### config.mk
export PLATFORM = sky130hd
export DESIGN_NAME = ssac_top
export DESIGN_NICKNAME = d
export VERILOG_FILES = /design/src/common/ssac_pkg.sv /design/src/ssac_top.sv /design/src/ssac_sync.sv /design/src/ssac_halt_map.sv
export VERILOG_INCLUDE_DIRS = /design/src /design/src/common
export SDC_FILE = /design/constraint.sdc
export NUM_CORES = 1
export LEC_CHECK = 0
export BUFFER_PORTS_ARGS = -buffer_cell sky130_fd_sc_hd__clkbuf_2
export CAP_MARGIN = 20
export CORE_MARGIN = 3
export CORE_UTILIZATION = 25
export CTS_CLUSTER_DIAMETER = 80
export CTS_CLUSTER_SIZE = 12
export DETAILED_ROUTE_END_ITERATION = 10
export GPL_TIMING_DRIVEN = 0
export HOLD_SLACK_MARGIN = 0.12
export PLACE_DENSITY_LB_ADDON = 0.25
export SETUP_SLACK_MARGIN = 0.02
export SLEW_MARGIN = 20
export SYNTH_ARGS = -nofsm -noshare
export SYNTH_HDL_FRONTEND = slang
export SYNTH_HIERARCHICAL = 1
export SYNTH_SLANG_ARGS = --single-unit
### constraint.sdc
create_clock -name mclk_i -period 7.17 [get_ports mclk_i]
set_input_delay 1.0755 -clock mclk_i [delete_from_list [all_inputs] [get_ports mclk_i]]
set_output_delay 1.0755 -clock mclk_i [all_outputs]
set_load 0.02 [all_outputs]
### src/common/ssac_consts.svh
// Constants of the servo stop and alarm block
//------------------------------------------------------------
// Function
// - Limit, e-stop or word 000B quick-stops
// - Quick-stop codes 0,1,2,5,6 set stop style
// - Code 18 brakes by windings, encoder-independent
// - Enable withdrawn uses shutdown codes, default 0
// - Disable selector takes 0,1,2,18, default 0
// - Control bit 8 pauses, drive stays enabled
// - Pause code 1 current ramp, 2 quick-stop
// - Fault uses error selector, default 0
// - Profile rate only in modes 1 and 3
// - Quick-stop decel uses emergency rate, 61000
// - Motor temperature at threshold raises alarm
// - Missing temperature sensor reads minus forty
// - Supply at low threshold flags under-voltage
// - Chopper engages at chopper voltage, 63
// - Supply at high threshold flags over-voltage
// - Motor source codes 0,1,2, default 2
// - 55AA starts bootloader, AA55 restarts
// - Emulated increments 4000/8000/10000, 0 disables
// - Status bit 6 under-, 5 over-voltage
// - Status bit 13 motor over-temperature
//------------------------------------------------------------
`ifndef SSAC_CONSTS_SVH
`define SSAC_CONSTS_SVH

// Register word addresses
`define SSAC_A_ERRSTAT 16'h1F00
`define SSAC_A_RESTART 16'h2F00
`define SSAC_A_CTRL 16'h3100
`define SSAC_A_MSRC 16'h3110
`define SSAC_A_EMU 16'h3120
`define SSAC_A_EDEC_LO 16'h3300
`define SSAC_A_EDEC_HI 16'h3301
`define SSAC_A_QS 16'h3400
`define SSAC_A_SHUT 16'h3410
`define SSAC_A_DIS 16'h3420
`define SSAC_A_PAUSE 16'h3430
`define SSAC_A_ERRSEL 16'h3440
`define SSAC_A_PDEC_LO 16'h4C00
`define SSAC_A_PDEC_HI 16'h4C01
`define SSAC_A_HEAT_THR 16'h7180
`define SSAC_A_HEAT_RD 16'h7190
`define SSAC_A_LOW_THR 16'h8670
`define SSAC_A_CHOP_THR 16'h8680
`define SSAC_A_HIGH_THR 16'h8690

// Reset values
`define SSAC_RST_EDEC 32'h0000_EE48
`define SSAC_RST_PDEC 32'h0000_2710
`define SSAC_RST_SEL 16'h0000
`define SSAC_RST_PAUSE 16'h0001
`define SSAC_RST_HEAT_THR 16'h0064
`define SSAC_RST_LOW_THR 16'h0012
`define SSAC_RST_CHOP_THR 16'h003F
`define SSAC_RST_HIGH_THR 16'h0046
`define SSAC_RST_MSRC 8'h02
`define SSAC_HEAT_ABSENT 16'hFFD8

// Selector codes and commands
`define SSAC_CODE_COAST 16'h0000
`define SSAC_CODE_RAMP 16'h0001
`define SSAC_CODE_QSD 16'h0002
`define SSAC_CODE_PSTAY 16'h0005
`define SSAC_CODE_QSTAY 16'h0006
`define SSAC_CODE_WIND 16'h0012
`define SSAC_MSRC_MAX 8'h02
`define SSAC_CW_QS 16'h000B
`define SSAC_CW_DIS 16'h0007
`define SSAC_CW_PAUSE_BIT 8
`define SSAC_CW_FRST_BIT 7
`define SSAC_ERR_OV_BIT 5
`define SSAC_ERR_UV_BIT 6
`define SSAC_ERR_OT_BIT 13
`define SSAC_CMD_BOOT 16'h55AA
`define SSAC_CMD_RESTART 16'hAA55
`define SSAC_EMU_4K 16'h0FA0
`define SSAC_EMU_8K 16'h1F40
`define SSAC_EMU_10K 16'h2710
`define SSAC_MODE_A 8'h01
`define SSAC_MODE_B 8'h03

`endif

### src/common/ssac_pkg.sv
// Types shared by the servo stop and alarm block
`default_nettype none
`include "ssac_consts.svh"
package ssac_pkg;
	typedef enum logic [2:0] {
		SRC_NONE = 3'b000,
		SRC_FAULT = 3'b001,
		SRC_QS = 3'b010,
		SRC_SHUT = 3'b011,
		SRC_DIS = 3'b100,
		SRC_PAUSE = 3'b101
	} ssac_src_t;
	typedef enum logic [2:0] {
		ACT_NONE = 3'b000,
		ACT_COAST = 3'b001,
		ACT_RAMP_OFF = 3'b010,
		ACT_QS_OFF = 3'b011,
		ACT_RAMP_STAY = 3'b100,
		ACT_QS_STAY = 3'b101,
		ACT_WINDING = 3'b110,
		ACT_CUR_RAMP = 3'b111
	} ssac_act_t;
	typedef struct packed {
		logic [15:0] addr;
		logic [15:0] wdata;
		logic wr;
		logic rd;
	} ssac_req_t;
	typedef struct packed {
		logic [15:0] rdata;
		logic ack;
		logic err;
	} ssac_rsp_t;
	typedef struct packed {
		logic [15:0] temp;
		logic temp_ok;
		logic [15:0] volt;
	} ssac_sens_t;

	function automatic logic code_ok(input ssac_src_t s, input logic [15:0] c);
		logic base;
		base = (c == `SSAC_CODE_COAST) || (c == `SSAC_CODE_RAMP) || (c == `SSAC_CODE_QSD) ||
			(c == `SSAC_CODE_WIND);
		unique case (s)
			SRC_QS: code_ok = base || (c == `SSAC_CODE_PSTAY) || (c == `SSAC_CODE_QSTAY);
			SRC_PAUSE: code_ok = (c == `SSAC_CODE_RAMP) || (c == `SSAC_CODE_QSD);
			default: code_ok = base;
		endcase
	endfunction
endpackage
`default_nettype wire

### src/ssac_top.sv
// Stop-mode selection, alarm thresholds and drive commands
`default_nettype none
`include "ssac_consts.svh"
module ssac_top (
	// Clock and reset
	input wire logic mclk_i,
	input wire logic resetn_i,
	// Parameter access port
	input wire ssac_pkg::ssac_req_t reg_req_i,
	output var ssac_pkg::ssac_rsp_t reg_rsp_o,
	// Asynchronous pins
	input wire logic limit_sw_i,
	input wire logic estop_i,
	input wire logic drive_en_i,
	// Drive-side status
	input wire ssac_pkg::ssac_sens_t sens_i,
	input wire logic [7:0] work_mode_i,
	input wire logic enc_comm_i,
	// Stop control
	output var ssac_pkg::ssac_act_t stop_act_o,
	output var logic [31:0] decel_rate_o,
	output var logic chopper_on_o,
	// Status and commands
	output var logic [15:0] err_status_o,
	output var logic [15:0] heat_reading_o,
	output var logic [1:0] motor_src_o,
	output var logic boot_req_o,
	output var logic restart_req_o,
	output var logic emu_en_o,
	output var logic [15:0] emu_counts_o
);
	//------------------------------------------------------------
	// Pin synchronisation
	//------------------------------------------------------------
	logic [2:0] pins_s;

	ssac_sync #(
		.W(3)
	) u_sync (
		.mclk_i(mclk_i),
		.resetn_i(resetn_i),
		.d_i({limit_sw_i, estop_i, drive_en_i}),
		.q_o(pins_s)
	);

	//------------------------------------------------------------
	// Register storage
	//------------------------------------------------------------
	logic [15:0] qs_sel_r, shut_sel_r, dis_sel_r, pause_sel_r, err_sel_r;
	logic [31:0] edec_r, pdec_r;
	logic [15:0] heat_thr_r, low_thr_r, chop_thr_r, high_thr_r;
	logic [15:0] restart_r, ctrl_r, emu_set_r, emu_act_r;
	logic [7:0] msrc_r;
	logic [15:0] err_r;
	logic [15:0] heat_rd;
	logic [15:0] rdv;
	logic known, wr_ok, wr_go;
	logic [15:0] a, d;

	assign a = reg_req_i.addr;
	assign d = reg_req_i.wdata;

	// Invalid codes never reach the register
	function automatic logic emu_ok(input logic [15:0] v);
		emu_ok = (v == 16'h0000) || (v == `SSAC_EMU_4K) || (v == `SSAC_EMU_8K) || (v == `SSAC_EMU_10K);
	endfunction

	//------------------------------------------------------------
	// Address decode
	//------------------------------------------------------------
	always_comb begin
		known = 1'b1;
		wr_ok = 1'b1;
		rdv = 16'h0000;
		unique case (a)
			`SSAC_A_ERRSTAT: begin
				rdv = err_r;
				wr_ok = 1'b0;
			end
			`SSAC_A_RESTART: rdv = restart_r;
			`SSAC_A_CTRL: rdv = ctrl_r;
			`SSAC_A_MSRC: begin
				rdv = {8'h00, msrc_r};
				wr_ok = (d[15:8] == 8'h00) && (d[7:0] <= `SSAC_MSRC_MAX);
			end
			`SSAC_A_EMU: begin
				rdv = emu_set_r;
				wr_ok = emu_ok(d);
			end
			`SSAC_A_EDEC_LO: rdv = edec_r[15:0];
			`SSAC_A_EDEC_HI: rdv = edec_r[31:16];
			`SSAC_A_QS: begin
				rdv = qs_sel_r;
				wr_ok = ssac_pkg::code_ok(ssac_pkg::SRC_QS, d);
			end
			`SSAC_A_SHUT: begin
				rdv = shut_sel_r;
				wr_ok = ssac_pkg::code_ok(ssac_pkg::SRC_SHUT, d);
			end
			`SSAC_A_DIS: begin
				rdv = dis_sel_r;
				wr_ok = ssac_pkg::code_ok(ssac_pkg::SRC_DIS, d);
			end
			`SSAC_A_PAUSE: begin
				rdv = pause_sel_r;
				wr_ok = ssac_pkg::code_ok(ssac_pkg::SRC_PAUSE, d);
			end
			`SSAC_A_ERRSEL: begin
				rdv = err_sel_r;
				wr_ok = ssac_pkg::code_ok(ssac_pkg::SRC_FAULT, d);
			end
			`SSAC_A_PDEC_LO: rdv = pdec_r[15:0];
			`SSAC_A_PDEC_HI: rdv = pdec_r[31:16];
			`SSAC_A_HEAT_THR: rdv = heat_thr_r;
			`SSAC_A_HEAT_RD: begin
				rdv = heat_rd;
				wr_ok = 1'b0;
			end
			`SSAC_A_LOW_THR: rdv = low_thr_r;
			`SSAC_A_CHOP_THR: rdv = chop_thr_r;
			`SSAC_A_HIGH_THR: rdv = high_thr_r;
			default: begin
				known = 1'b0;
				wr_ok = 1'b0;
			end
		endcase
	end

	assign wr_go = reg_req_i.wr && known && wr_ok;

	//------------------------------------------------------------
	// Access response
	//------------------------------------------------------------
	always_ff @(posedge mclk_i or negedge resetn_i) begin
		if (!resetn_i) begin
			reg_rsp_o <= '0;
		end else begin
			reg_rsp_o.ack <= reg_req_i.wr || reg_req_i.rd;
			reg_rsp_o.err <= (reg_req_i.wr && !wr_go) || (reg_req_i.rd && !known);
			reg_rsp_o.rdata <= (reg_req_i.rd && known) ? rdv : 16'h0000;
		end
	end

	//------------------------------------------------------------
	// Stop selectors
	//------------------------------------------------------------
	always_ff @(posedge mclk_i or negedge resetn_i) begin
		if (!resetn_i) begin
			qs_sel_r <= `SSAC_RST_SEL;
			shut_sel_r <= `SSAC_RST_SEL;
			dis_sel_r <= `SSAC_RST_SEL;
			pause_sel_r <= `SSAC_RST_PAUSE;
			err_sel_r <= `SSAC_RST_SEL;
		end else if (wr_go) begin
			if (a == `SSAC_A_QS) qs_sel_r <= d;
			if (a == `SSAC_A_SHUT) shut_sel_r <= d;
			if (a == `SSAC_A_DIS) dis_sel_r <= d;
			if (a == `SSAC_A_PAUSE) pause_sel_r <= d;
			if (a == `SSAC_A_ERRSEL) err_sel_r <= d;
		end
	end

	//------------------------------------------------------------
	// Deceleration rates and thresholds
	//------------------------------------------------------------
	always_ff @(posedge mclk_i or negedge resetn_i) begin
		if (!resetn_i) begin
			edec_r <= `SSAC_RST_EDEC;
			pdec_r <= `SSAC_RST_PDEC;
			heat_thr_r <= `SSAC_RST_HEAT_THR;
			low_thr_r <= `SSAC_RST_LOW_THR;
			chop_thr_r <= `SSAC_RST_CHOP_THR;
			high_thr_r <= `SSAC_RST_HIGH_THR;
		end else if (wr_go) begin
			if (a == `SSAC_A_EDEC_LO) edec_r[15:0] <= d;
			if (a == `SSAC_A_EDEC_HI) edec_r[31:16] <= d;
			if (a == `SSAC_A_PDEC_LO) pdec_r[15:0] <= d;
			if (a == `SSAC_A_PDEC_HI) pdec_r[31:16] <= d;
			if (a == `SSAC_A_HEAT_THR) heat_thr_r <= d;
			if (a == `SSAC_A_LOW_THR) low_thr_r <= d;
			if (a == `SSAC_A_CHOP_THR) chop_thr_r <= d;
			if (a == `SSAC_A_HIGH_THR) high_thr_r <= d;
		end
	end

	//------------------------------------------------------------
	// Control word, source, commands and encoder emulation
	//------------------------------------------------------------
	always_ff @(posedge mclk_i or negedge resetn_i) begin
		if (!resetn_i) begin
			ctrl_r <= 16'h0000;
			restart_r <= 16'h0000;
			msrc_r <= `SSAC_RST_MSRC;
			emu_set_r <= 16'h0000;
		end else if (wr_go) begin
			if (a == `SSAC_A_CTRL) ctrl_r <= d;
			if (a == `SSAC_A_RESTART) restart_r <= d;
			if (a == `SSAC_A_MSRC) msrc_r <= d[7:0];
			if (a == `SSAC_A_EMU) emu_set_r <= d;
		end
	end

	always_ff @(posedge mclk_i or negedge resetn_i) begin
		if (!resetn_i) begin
			boot_req_o <= 1'b0;
			restart_req_o <= 1'b0;
		end else begin
			boot_req_o <= wr_go && (a == `SSAC_A_RESTART) && (d == `SSAC_CMD_BOOT);
			restart_req_o <= wr_go && (a == `SSAC_A_RESTART) && (d == `SSAC_CMD_RESTART);
		end
	end

	// New resolution is taken only when the drive restarts
	always_ff @(posedge mclk_i or negedge resetn_i) begin
		if (!resetn_i) begin
			emu_act_r <= 16'h0000;
			emu_en_o <= 1'b0;
		end else if (restart_req_o) begin
			emu_act_r <= enc_comm_i ? emu_set_r : 16'h0000;
			emu_en_o <= enc_comm_i && (emu_set_r != 16'h0000);
		end
	end

	assign emu_counts_o = emu_act_r;
	assign motor_src_o = msrc_r[1:0];

	//------------------------------------------------------------
	// Alarms
	//------------------------------------------------------------
	logic ot_c, uv_c, ov_c, clr;
	logic [15:0] set_v;

	assign heat_rd = sens_i.temp_ok ? sens_i.temp : `SSAC_HEAT_ABSENT;
	assign ot_c = $signed(heat_rd) >= $signed(heat_thr_r);
	assign uv_c = sens_i.volt <= low_thr_r;
	assign ov_c = sens_i.volt >= high_thr_r;
	assign clr = wr_go && (a == `SSAC_A_CTRL) && d[`SSAC_CW_FRST_BIT];

	always_comb begin
		set_v = 16'h0000;
		set_v[`SSAC_ERR_OV_BIT] = ov_c;
		set_v[`SSAC_ERR_UV_BIT] = uv_c;
		set_v[`SSAC_ERR_OT_BIT] = ot_c;
	end

	// A new alarm wins over a clear in the same cycle
	always_ff @(posedge mclk_i or negedge resetn_i) begin
		if (!resetn_i) begin
			err_r <= 16'h0000;
			chopper_on_o <= 1'b0;
			heat_reading_o <= 16'h0000;
		end else begin
			err_r <= (clr ? 16'h0000 : err_r) | set_v;
			chopper_on_o <= sens_i.volt >= chop_thr_r;
			heat_reading_o <= heat_rd;
		end
	end

	assign err_status_o = err_r;

	//------------------------------------------------------------
	// Stop source and action
	//------------------------------------------------------------
	ssac_pkg::ssac_src_t src_c, src_r;
	ssac_pkg::ssac_act_t act_c;
	logic [15:0] code_c;
	logic qs_c;

	assign qs_c = pins_s[2] || pins_s[1] || (ctrl_r == `SSAC_CW_QS);

	always_comb begin
		if (|err_r) src_c = ssac_pkg::SRC_FAULT;
		else if (qs_c) src_c = ssac_pkg::SRC_QS;
		else if (!pins_s[0]) src_c = ssac_pkg::SRC_SHUT;
		else if (ctrl_r == `SSAC_CW_DIS) src_c = ssac_pkg::SRC_DIS;
		else if (ctrl_r[`SSAC_CW_PAUSE_BIT]) src_c = ssac_pkg::SRC_PAUSE;
		else src_c = ssac_pkg::SRC_NONE;
	end

	always_comb begin
		unique case (src_c)
			ssac_pkg::SRC_FAULT: code_c = err_sel_r;
			ssac_pkg::SRC_QS: code_c = qs_sel_r;
			ssac_pkg::SRC_SHUT: code_c = shut_sel_r;
			ssac_pkg::SRC_DIS: code_c = dis_sel_r;
			ssac_pkg::SRC_PAUSE: code_c = pause_sel_r;
			default: code_c = 16'h0000;
		endcase
	end

	ssac_halt_map u_map (
		.src_i(src_c),
		.code_i(code_c),
		.act_o(act_c)
	);

	always_ff @(posedge mclk_i or negedge resetn_i) begin
		if (!resetn_i) begin
			src_r <= ssac_pkg::SRC_NONE;
			stop_act_o <= ssac_pkg::ACT_NONE;
			decel_rate_o <= 32'h0000_0000;
		end else begin
			src_r <= src_c;
			stop_act_o <= act_c;
			unique case (act_c)
				ssac_pkg::ACT_RAMP_OFF, ssac_pkg::ACT_RAMP_STAY, ssac_pkg::ACT_CUR_RAMP:
					decel_rate_o <= ((work_mode_i == `SSAC_MODE_A) || (work_mode_i == `SSAC_MODE_B)) ?
						pdec_r : edec_r;
				ssac_pkg::ACT_QS_OFF, ssac_pkg::ACT_QS_STAY: decel_rate_o <= edec_r;
				default: decel_rate_o <= 32'h0000_0000;
			endcase
		end
	end
endmodule // ssac_top
`default_nettype wire

### src/ssac_sync.sv
// Two-flop synchroniser for asynchronous pins
`default_nettype none
module ssac_sync #(
	parameter int W = 1
) (
	// Clock and reset
	input wire logic mclk_i,
	input wire logic resetn_i,
	// Pins in, synchronised levels out
	input wire logic [W-1:0] d_i,
	output var logic [W-1:0] q_o
);
	logic [W-1:0] meta_r;

	always_ff @(posedge mclk_i or negedge resetn_i) begin
		if (!resetn_i) begin
			meta_r <= '0;
			q_o <= '0;
		end else begin
			meta_r <= d_i;
			q_o <= meta_r;
		end
	end
endmodule // ssac_sync
`default_nettype wire

### src/ssac_halt_map.sv
// Maps a stop source and its selector code to a stop action
`default_nettype none
`include "ssac_consts.svh"
module ssac_halt_map (
	// Stop source and its selector code
	input wire ssac_pkg::ssac_src_t src_i,
	input wire logic [15:0] code_i,
	// Resulting action
	output var ssac_pkg::ssac_act_t act_o
);
	always_comb begin
		act_o = ssac_pkg::ACT_NONE;
		if (src_i == ssac_pkg::SRC_PAUSE) begin
			act_o = (code_i == `SSAC_CODE_QSD) ? ssac_pkg::ACT_QS_STAY : ssac_pkg::ACT_CUR_RAMP;
		end else if (src_i != ssac_pkg::SRC_NONE) begin
			unique case (code_i)
				`SSAC_CODE_RAMP: act_o = ssac_pkg::ACT_RAMP_OFF;
				`SSAC_CODE_QSD: act_o = ssac_pkg::ACT_QS_OFF;
				`SSAC_CODE_PSTAY: act_o = ssac_pkg::ACT_RAMP_STAY;
				`SSAC_CODE_QSTAY: act_o = ssac_pkg::ACT_QS_STAY;
				// Winding brake needs no encoder feedback
				`SSAC_CODE_WIND: act_o = ssac_pkg::ACT_WINDING;
				default: act_o = ssac_pkg::ACT_COAST;
			endcase
		end
	end
endmodule // ssac_halt_map
`default_nettype wire

* After elaboration in Yosys (flattened, before gate mapping) *
Index checks and enable logic that the tools add are counted.

cells by class
  magnitude comparators = 5
  eq/ne operators = 48
  mux-type cells = 19
  bitwise gates (word level) = 1
  reduce and logical (&&, ||, !) cells = 55

operators with widths
  kind                  number
  $pmux 16 s19          1
  $eq 16x14->1 const B  12
  $eq 16x15->1 const B  5
  $eq 16x3->1 const B   5
  $pmux 16 s5           1
  $eq 16x16->1 const B  4
  $mux 16               4
  $pmux 32 s2           1
  $ge 16x16->1          3
  $reduce_and 2->1      17
  $eq 16x1->1 const B   2
  $eq 16x13->1 const B  2
  $eq 16x2->1 const B   2
  $eq 16x5->1 const B   2
  $mux 32               1
  $mux 3                7
  $reduce_or 19->1      1
  $eq 16x12->1 const B  1
  $eq 16x4->1 const B   1
  $le 16x16->1          1
  $logic_not 16->1      1
  $or 16x14->16         1
  $reduce_bool 16->1    1
  $reduce_or 16->1      1
  18 further kinds      51

storage, ports and cells
  flip-flop bits (word level) = 375
  logic and storage cells = 159

* Logic depth before layout (Yosys ltp) *
Gate-level depths: netlist (run 1).

  depth after elaboration = 14
  mapped depth = 17

* Hierarchy *
The synthesis (run 1) kept the hierarchy.

by module, submodules not included
  module         times used  cells each  area an instance (µm²)  sequential area each (µm²)
  ssac_top       1           1543        17319.1                 8944.8
  ssac_halt_map  1           31          205.2                   0.0
  ssac_sync      1           6           150.1                   150.1

* Worst setup path after synthesis (run 1) *
Ideal clock, no wire load.

  path kind = flip-flop to flip-flop
  start = register err_r[5], in the netlist err_status_o[5]
  end = register decel_rate_o[0]
  library setup time = 0.066 ns
  data arrival time = 3.944 ns
  required time = 7.104 ns
  slack = 3.160 ns
  cell stages (with the launch flop) = 15
  clock period less this slack = 4.010 ns
  cells stage by stage = dfrtp_1 nor3_1 o21ai_0 clkbuf_1 mux2i_1 o21ai_0 xor2_1 a22oi_1 a2111oi_2 a21o_1 xor2_1 nor2_1 a211oi_1 clkbuf_1 a22o_1

between the ends
  cells in the longest elaborated chain, start to end = 11

RTL lines
  item                                                       RTL line             source
  from (decl)                                                ssac_top.sv:54       logic [15:0] err_r;
  from (signal assigned)                                     ssac_top.sv:253      err_r <= (clr ? 16'h0000 : err_r) | set_v;
  $reduce_or 16->1 (*)                                       ssac_top.sv:272      if (|err_r) src_c = ssac_pkg::SRC_FAULT;
  $mux 3 (*)                                                 ssac_top.sv:272
  via src_c[0]                                               ssac_top.sv:264      ssac_pkg::ssac_src_t src_c, src_r;
  $eq 3x3->1, or another cell as far along                   ssac_top.sv:281      unique case (src_c)
  $pmux 16 s5 (*)                                            ssac_top.sv:281
  via code_c[4]                                              ssac_top.sv:266      logic [15:0] code_c;
  $eq 16x5->1, or another cell as far along                  ssac_halt_map.sv:16  unique case (code_i)
  $pmux 3 s5 (*)                                             ssac_halt_map.sv:16
  $mux 3 (*)                                                 ssac_halt_map.sv:15  end else if (src_i != ssac_pkg::SRC_NONE) begin
  $mux 3 (*)                                                 ssac_halt_map.sv:13  if (src_i == ssac_pkg::SRC_PAUSE) begin
  via act_c[2]                                               ssac_top.sv:265      ssac_pkg::ssac_act_t act_c;
  $eq 3x2->1 / $eq 3x3->1 (equally long branches)            ssac_top.sv:305      unique case (act_c)
  $reduce_or 3->1 / $reduce_or 2->1 (equally long branches)  ssac_top.sv:305
  $pmux 32 s2 (*)                                            ssac_top.sv:305
  to (signal assigned)                                       ssac_top.sv:307      decel_rate_o <= ((work_mode_i == `SSAC_MODE_A) || (work_mode_i == `SSAC_MODE_B)) ?
  to (signal assigned)                                       ssac_top.sv:309      ssac_pkg::ACT_QS_OFF, ssac_pkg::ACT_QS_STAY: decel_rate_o <= edec_r;
  to (decl)                                                  ssac_top.sv:21       output var logic [31:0] decel_rate_o,

Mark *: on every way through the listed nets, which the timed path passes. The rest lies on a longest branch.
A chain may end at the register's enable or synchronous reset.

* Worst setup path in the final report (run 1) *
  start = register ctrl_r[8]
  end = register decel_rate_o[29]

between the ends
  cells in the longest elaborated chain, start to end = 14

RTL lines
  item                                                       RTL line             source
  from (decl)                                                ssac_top.sv:52       logic [15:0] restart_r, ctrl_r, emu_set_r, emu_act_r;
  from (signal assigned)                                     ssac_top.sv:191      ctrl_r <= 16'h0000;
  from (signal assigned)                                     ssac_top.sv:196      if (a == `SSAC_A_CTRL) ctrl_r <= d;
  $eq 16x3->1 (no line) / $mux 3 (equally long branches)     --
  $mux 3                                                     ssac_top.sv:275      else if (ctrl_r == `SSAC_CW_DIS) src_c = ssac_pkg::SRC_DIS;
  $mux 3                                                     ssac_top.sv:274      else if (!pins_s[0]) src_c = ssac_pkg::SRC_SHUT;
  $mux 3 (*)                                                 ssac_top.sv:273      else if (qs_c) src_c = ssac_pkg::SRC_QS;
  $mux 3 (*)                                                 ssac_top.sv:272
  $eq 3x3->1, or another cell as far along                   ssac_top.sv:281
  $pmux 16 s5 (*)                                            ssac_top.sv:281
  via code_c[3]                                              ssac_top.sv:266
  $eq 16x5->1, or another cell as far along                  ssac_halt_map.sv:16
  $pmux 3 s5 (*)                                             ssac_halt_map.sv:16
  $mux 3 (*)                                                 ssac_halt_map.sv:15
  $mux 3 (*)                                                 ssac_halt_map.sv:13
  via act_c[0]                                               ssac_top.sv:265
  $eq 3x2->1 / $eq 3x3->1 (equally long branches)            ssac_top.sv:305
  $reduce_or 3->1 / $reduce_or 2->1 (equally long branches)  ssac_top.sv:305
  $pmux 32 s2 (*)                                            ssac_top.sv:305

Marked as above.

==> results of run 1 <==
[metal layers]
layer	vias up	share of wire, %	GRT usage [%]
li1	6298	-	-
met1	7427	42	26.5
met2	648	46	32.7
met3	117	8.7	5.64
met4	2	3.3	6.24
met5	-	0.019	0
[sequential cells by signal, indices dropped and copies added (netlist names), 8 cells and up]
name and cells:
decel_rate_o 32, ctrl_r 16, msrc_r 8, edec_r 32, dis_sel_r 16, heat_reading_o 16, pdec_r 32, heat_thr_r 16
qs_sel_r 16, reg_rsp_o 18, err_sel_r 16, low_thr_r 16, high_thr_r 16, emu_set_r 16, emu_counts_o 16, shut_sel_r 16
pause_sel_r 16, chop_thr_r 16, restart_r 16
[cells in the mapped netlist, types with 5 or more instances]
cell type / count / area [sq um]
a211oi_1: 6 / 45.0
a21o_1: 19 / 143
a21oi_1: 28 / 140
a221o_1: 9 / 90.1
a221oi_1: 35 / 307
a222oi_1: 16 / 160
a22o_1: 95 / 832
a22oi_1: 43 / 323
a31oi_1: 22 / 138
and2_1: 80 / 500
and3_1: 11 / 68.8
buf_2: 21 / 105
buf_4: 16 / 120
clkbuf_1: 64 / 240
dfrtp_1: 333 / 8330
dfstp_2: 29 / 762
ha_1: 64 / 801
inv_1: 91 / 342
mux2_2: 126 / 1420
mux2i_1: 9 / 90.1
nand2_1: 102 / 383
nand2b_1: 22 / 138
nand3_1: 33 / 165
nand4_1: 18 / 113
nand4b_1: 5 / 43.8
nor2_1: 36 / 135
nor2b_1: 7 / 43.8
nor3_1: 18 / 90.1
nor3_2: 5 / 50.1
nor4_1: 26 / 163
o211ai_1: 5 / 37.5
o21ai_0: 83 / 415
or3_1: 5 / 31.3
or3b_2: 6 / 52.6
[cells by family (layout without fill, tap and decap cells)]
family | Yosys count | in the layout | share of synthesized area, %
other | 1 | 16 | 0.0212
buffers and inverters | 200 | 443 | 4.91
adder cells (fa/ha/maj) | 64 | 64 | 4.53
multiplexers | 137 | 137 | 8.66
AO/OA/AOI/OAI | 390 | 390 | 16.3
AND/OR/NAND/NOR | 423 | 423 | 13.9
XOR/XNOR | 3 | 3 | 0.149
flip-flops | 362 | 362 | 51.5
[area by class of cell]
type | count | area (sq um) | share of cell area, %
antenna | 3 | 7.51 | 0.0356
buffer | 109 | 527 | 2.50
clock buffer | 57 | 1040 | 4.95
clock inverter | 10 | 121 | 0.575
inverter | 91 | 342 | 1.62
multi-input combinational | 1030 | 7810 | 37.0
sequential | 362 | 9090 | 43.1
tap | 931 | 1160 | 5.52
timing repair buffer | 176 | 987 | 4.68
[metrics by stage]
step	instance area, sq um	hold WS [ps]	TNS (ps)
2_1_floorplan	17700	331	0
3_3_place_gp	19700	340	-1118050
3_5_place_dp	19900	340	0
4_1_cts	21100	359	0
5_1_grt	21100	367	0
6_report	21100	356	0
[power by group through the flow]
stage / registers [mW] / clock network, mW / logic (mW)
5_1_grt: 2.05 / 2.09 / 0.258
3_5_place_dp: 2.09 / 0 / 0.236
6_report: 2.05 / 1.97 / 0.233
3_3_place_gp: 2.09 / 0 / 0.223
4_1_cts: 2.05 / 2.01 / 0.237
2_1_floorplan: 2.10 / 0 / 0.0868
[worst min path at each step]
stage	end	depth (start not counted)
2_1_floorplan	u_sync/q_o[0]	0
3_3_place_gp	u_sync/q_o[0]	0
3_5_place_dp	u_sync/q_o[0]	0
4_1_cts	u_sync/q_o[1]	0
5_1_grt	u_sync/q_o[2]	0
6_report	u_sync/q_o[1]	0
[worst max-delay path, cell delays in order (launching register included)]
cell and delay (ps):
dfrtp_1 500, nor4_1 290, nand4b_1 340, nor3b_1 610, nor3b_2 640, clkbuf_1 520, a22o_1 230, a21oi_1 40
o21ai_0 290, nor4_1 120, nand3_1 210, a211oi_1 70, o22ai_1 360, a21oi_1 90, nor3_2 690, clkbuf_1 540
a22o_1 310
==> out/qor.yml, run 1 <==
status:
  run_status: "completed"
critical_path:
  cp.required_ps: 7640
  start_kind: "register"
  rr_startpoint: "ctrl_r[8]"
  crit_start: "ctrl_r[8]"
  crit_path_end_kind: "register"
  reg2regPathDepth: 16
  r2r_end: "decel_rate_o[29]"
  endpoint: "decel_rate_o[29]"
  criticalPathCategory: "register to register"
  critical_path_arrival_ps: 6430
  r2r_slack_ps: 1210
  cp_max_fo: 10
global_route:
  grt_pass1_wl_um: 108000
  antenna_found_initial: 9
  grt_max_degree: 96
  grt_usage_pct: 20.3
  grt_overflow: 0
  grt_pass1_vias: 14400
placed_design:
  place_ws_ps: 1080
  gp_congestion: 0.969
  hpwlAfterDp_um: 59400
  numPlacedInstances: 2699
  place.port_buffers: 169
power:
  power_switching_mw: 1.05
  pwr-share-comb_pct: 5.5
  p_per_area_nw_per_um2: 202
  p_total_mw: 4.26
  p_leak_nw: 9.53
  power.share.switching_pct: 24.7
  internal_power_mw: 3.21
  seq_power_share_pct: 48.2
  p_clk_share_pct: 46.3
  irDropWorstVdd_mv: 0.148
timing:
  fin_worst_skew_ps: 29.3
  timing.fmax_mhz: 168
  fin_ws_ps: 1210
  hold_viol_final: 0
  slew_violations: 0
  period_share_pct: 83.1
  rsz0062_at_grt: "no"
  setup_violations: 0
  fin_crit_ps: 5960
  relSlewSlack_pct: 23.5
  tightest_slew_ps: 1150
clock_tree:
  cts_tree: "built"
  clk_latency_ps: 570
  ctsHoldBuffers: 0
  cts.sinks: 362
  cts_max_level: 2
  clockBufferDepth: 3
  clkTransAtPathRegs_ps: 70
  cts_buffers: 39
  postCtsSetupRepairBufs: 0
  cts_root_buf: "clkbuf_16"
  post_cts_resized: 0
finish:
  drive_gt1_share_pct: 25.1
  layout_commonest_cell: "dfrtp_1"
  final_cell_mix: "dfrtp_1 (333), clkbuf_2 (169), mux2_2 (126)"
  num-fill-cells: 7238
  utilization_pct: 30.4
  nNetsFinal: 1954
  syn_to_final_growth_pct: 19.3
  instances_no_fill: 2769
min_path:
  hold_start: "u_sync/meta_r[1]"
  hold_class: "register to register"
drt:
  drt_iter0_markers: 1491
  firstDrtPassIters: 6
  viasPerCell: 5.23
  drc_errors: 0
  postRouteAntennaNets: 0
  vias: 14500
  drt_wl_total_um: 76900
  avgRoutedWirePerCell_um: 27.8
die:
  io_pins: 188
  start_util_pct: 25.5
  die_h_um: 272
  die-area_sq_um: 73900
  core-area_sq_um: 69300
  die_w_um: 272
  row_count: 96
flow_run:
  maxCapViolCount: 0
logic_synthesis:
  async_reset_ff_share_pct: 100
  synth-edff-count: 0
  synth-main-ff-cell: "dfrtp_1"
  syn_inst: 1580
  synth_cell_type_count: 82
  syn_area_sq_um: 17700
  syn_avg_cell_area_sq_um: 11.2
  yosysWarnings: 6
  synth_seq_cells: 362
  yosysSeqAreaShare_pct: 51.5
(Power assumes the default switching activity.)
==> inputs of run 2 (changes only) <==
--- a/config.mk
+++ b/config.mk
@@ -6,6 +6,7 @@
 export SDC_FILE = /design/constraint.sdc
 export NUM_CORES = 1
 export LEC_CHECK = 0
+export ABC_AREA = 1
 export BUFFER_PORTS_ARGS = -buffer_cell sky130_fd_sc_hd__clkbuf_2
 export CAP_MARGIN = 20
 export CORE_MARGIN = 3
==> constraint.sdc (replaced) <==
create_clock -name mclk_i -period 5.7 [get_ports mclk_i]
set_input_delay 0.855 -clock mclk_i [delete_from_list [all_inputs] [get_ports mclk_i]]
set_output_delay 0.855 -clock mclk_i [all_outputs]
set_load 0.02 [all_outputs]
==> out/qor.yml, run 2 <==
logic_synthesis:
  synth.most_common_cell: "nand2_1"
  synth-edff-count: 0  # unchanged
  synth_compound_area_share_pct: 13.4  # -2.9 points
  syn_area_sq_um: 18300  # +3.6%
  ys_top_cells_by_count: "nand2_1 (586), inv_1 (365), dfrtp_1 (333)"
  synth_cell_type_count: 48  # -41%
  yosysTopAreaCellShare_pct: 45.5  # -1.6 points
  synth_top_family_by_area: "simple AND/OR/NAND/NOR gates"
  synth_fa_ha_area_share_pct: 4.37  # -0.16 points
  yosysSeqAreaShare_pct: 49.7  # -1.8 points
  yosys.area.top_type: "dfrtp_1"
  synth_seq_cells: 362  # unchanged
  yosysWarnings: 6  # unchanged
  async_reset_ff_share_pct: 100  # unchanged
  synth-main-ff-cell: "dfrtp_1"
  synth-simple-area-share_pct: 21.7  # +7.7 points
  synth_area_leaders: "dfrtp_1 (45%), nand2_1 (12%), inv_1 (7.5%)"
  synth_mux_area_share_pct: 0  # -8.7 points
  syn_inst: 2269  # +44%
  syn_avg_cell_area_sq_um: 8.07  # -28%
  synthXorXnorAreaFrac_pct: 0  # -0.15 points
status:
  run_status: "completed"
clock_tree:
  ctsHoldBuffers: 0  # unchanged
  clockBufferDepth: 3  # unchanged
  cts_max_level: 2  # unchanged
  cts_root_buf: "clkbuf_16"
  cts.sinks: 362  # unchanged
  cts_buffers: 38  # -2.6%
  cts_tree: "built"
  clk_latency_ps: 590  # +20 ps
  clkTransAtPathRegs_ps: 70  # about the same
die:
  io_pins: 188  # unchanged
  start_util_pct: 25.4  # -0.056 points
  die_h_um: 277  # +1.8%
  die-area_sq_um: 76500  # +3.5%
  die_w_um: 277  # +1.8%
  core-area_sq_um: 72000  # +3.9%
  row_count: 98  # +2.1%
global_route:
  grt_overflow: 0  # unchanged
  grt_usage_pct: 20.0  # -0.28 points
  grt_max_degree: 80  # -17%
  grt_pass1_wl_um: 112000  # +4.1%
  antenna_found_initial: 5  # -4
  grt_pass1_vias: 16000  # +11%
min_path:
  hold_class: "input port to asynchronous set/reset pin"
timing:
  setup_violations: 0  # unchanged
  tightest_slew_ps: 1090  # -54.2 ps
  period_share_pct: 91.3  # +8.2 points
  slew_violations: 0  # unchanged
  fin_crit_ps: 5200  # -756 ps
  tns_ps: 0  # unchanged
  relSlewSlack_pct: 26.3  # +2.8 points
  hold_viol_final: 0  # unchanged
  timing.fmax_mhz: 192  # +15%
  rsz0062_at_grt: "no"
  hold_ws_ps: 213  # -143 ps
  fin_worst_skew_ps: 26.8  # -2.42 ps
critical_path:
  criticalPathCategory: "register to register"
  crit_slowest_cell: "nor3_1"
  reg2regPathDepth: 19  # +3
  crit_path_end_kind: "register"
  cp.required_ps: 6100  # -1540 ps
  cp_max_fo: 10  # unchanged
  critical_path_arrival_ps: 5600  # -830 ps
  cp_cell_sequence: "nor3_1 -> nand2_1 -> nand2_1 -> clkbuf_1 -> nor2_1 -> nor2_1 -> nand2_1 -> nor2_1 -> nand2_1 -> nor2_4 -> nand2_2 -> nor2_1 -> o21ai_0 -> or2_2 -> nand3_1 -> o21ai_1 -> a21oi_1 -> clkbuf_1 -> o22ai_1"
  start_kind: "register"
  critical-path-max-stage-delay_ps: 620  # -70 ps
power:
  internal_power_mw: 3.93  # +23%
  p_total_mw: 5.28  # +24%
  p_clk_share_pct: 45.7  # -0.6 points
  power.share.switching_pct: 25.5  # +0.74 points
  p_per_area_nw_per_um2: 243  # +20%
  power_switching_mw: 1.34  # +28%
  p_leak_nw: 10.3  # +8.2%
  irDropWorstVdd_mv: 0.168  # +14%
  pwr-share-comb_pct: 5.4  # about the same
  seq_power_share_pct: 48.9  # +0.7 points
finish:
  nNetsFinal: 2646  # +35%
  num-fill-cells: 7883  # +8.9%
  syn_to_final_growth_pct: 18.5
  final_cell_mix: "nand2_1 (586), inv_1 (365), dfrtp_1 (333)"
  utilization_pct: 30.2  # -0.28 points
  instances_no_fill: 3481  # +26%
  layout_commonest_cell: "nand2_1"
  reg_top3: "decel_rate_o: 32 flops, edec_r: 32 flops, pdec_r: 32 flops"
  drive_gt1_share_pct: 14.2  # -11 points
drt:
  avgRoutedWirePerCell_um: 22.5  # -19%
  firstDrtPassIters: 5  # -1
  drt_wl_total_um: 78500  # +2.0%
  drt_iter0_markers: 1645  # +10%
  viasPerCell: 4.76  # -9.1%
  drc_errors: 0  # unchanged
  vias: 16600  # +14%
  postRouteAntennaNets: 0  # unchanged
placed_design:
  numPlacedInstances: 3411  # +26%
  gp_congestion: 0.996  # +2.8%
  hpwlAfterDp_um: 60400  # +1.7%
  place.port_buffers: 173  # +2.4%
flow_run:
  maxCapViolCount: 0  # unchanged
run 2: cell types whose count changed after synthesis, sizes merged, moves of 25 or more:
cell,before,now
nand2,103,593
inv,91,366
o21ai,84,258
mux2,128,0
nor2,36,148
a22o,95,2
and2,80,0
o22ai,2,80
nand3,37,104
a22oi,43,1
a221oi,35,2
nor4,30,5
run 2: worst max-delay path: cells and delay by family, from the launching register on:
family	cells	cell delay, ps
AND/OR/NAND/NOR	13	2470
buffers and inverters	2	880
AO/OA/AOI/OAI	4	1140
flip-flops	1	510
run 2: cell families after synthesis:
| family | Yosys count |
|---|---|
| other | 1 |
| flip-flops | 362 |
| AND/OR/NAND/NOR | 928 |
| adder cells (fa/ha/maj) | 64 |
| AO/OA/AOI/OAI | 431 |
| buffers and inverters | 483 |
run 2: power by group through the flow:
stage	sequential [mW]	clock, mW	combinational (mW)
floorplan	2.64	0	0.100
global placement	2.63	0	0.273
detailed placement	2.63	0	0.289
CTS	2.58	2.48	0.290
global route	2.58	2.58	0.316
finish	2.58	2.41	0.284
run 2: through the flow:
step / setup slack (ps) / instance area (sq um)
after floorplan: 2240 / 18400
after global placement: -4960 / 20400
after detailed placement: 390 / 20600
after CTS: 355 / 21700
after global routing: 111 / 21700
final: 498 / 21700
run 2: what timing repair did:
| action | 4_1_cts | 5_1_grt |
|---|---|---|
| resized for setup | 0 | 1 |
| endpoints found under the setup margin | 0 | 12 |
| buffers inserted | 0 | 0 |
run 2: cell type report:
type / instances / area (sq um) / area share, %
sequential: 362 / 9090 / 41.9
tap: 950 / 1190 / 5.48
antenna: 1 / 2.50 / 0.0115
timing repair buffer: 180 / 1030 / 4.77
buffer: 111 / 593 / 2.73
clock inverter: 9 / 76.3 / 0.352
clock buffer: 60 / 1040 / 4.81
multi-input combinational: 1436 / 7280 / 33.5
inverter: 372 / 1400 / 6.43
run 2: per-layer routing:
layer,wire [um],track usage (%),vias to the layer above
li1,-,-,7730
met1,33100,26.0,8062
met2,35000,31.5,631
met3,7450,6.24,135
met4,2840,6.87,6
met5,38,0,-
run 2: worst paths after layout:
| check | start | endpoint | slack (ps) |
|---|---|---|---|
| max | err_status_o[13] | decel_rate_o[28] | 500 |
| min reg2reg | u_sync/meta_r[1] | u_sync/q_o[1] | 350 |
| min in group mclk_i | u_sync/meta_r[1] | u_sync/q_o[1] | 350 |
| max in group asynchronous | resetn_i | pause_sel_r[0] | 4410 |
| max reg2reg | err_status_o[13] | decel_rate_o[28] | 500 |
| min | resetn_i | boot_req_o | 210 |
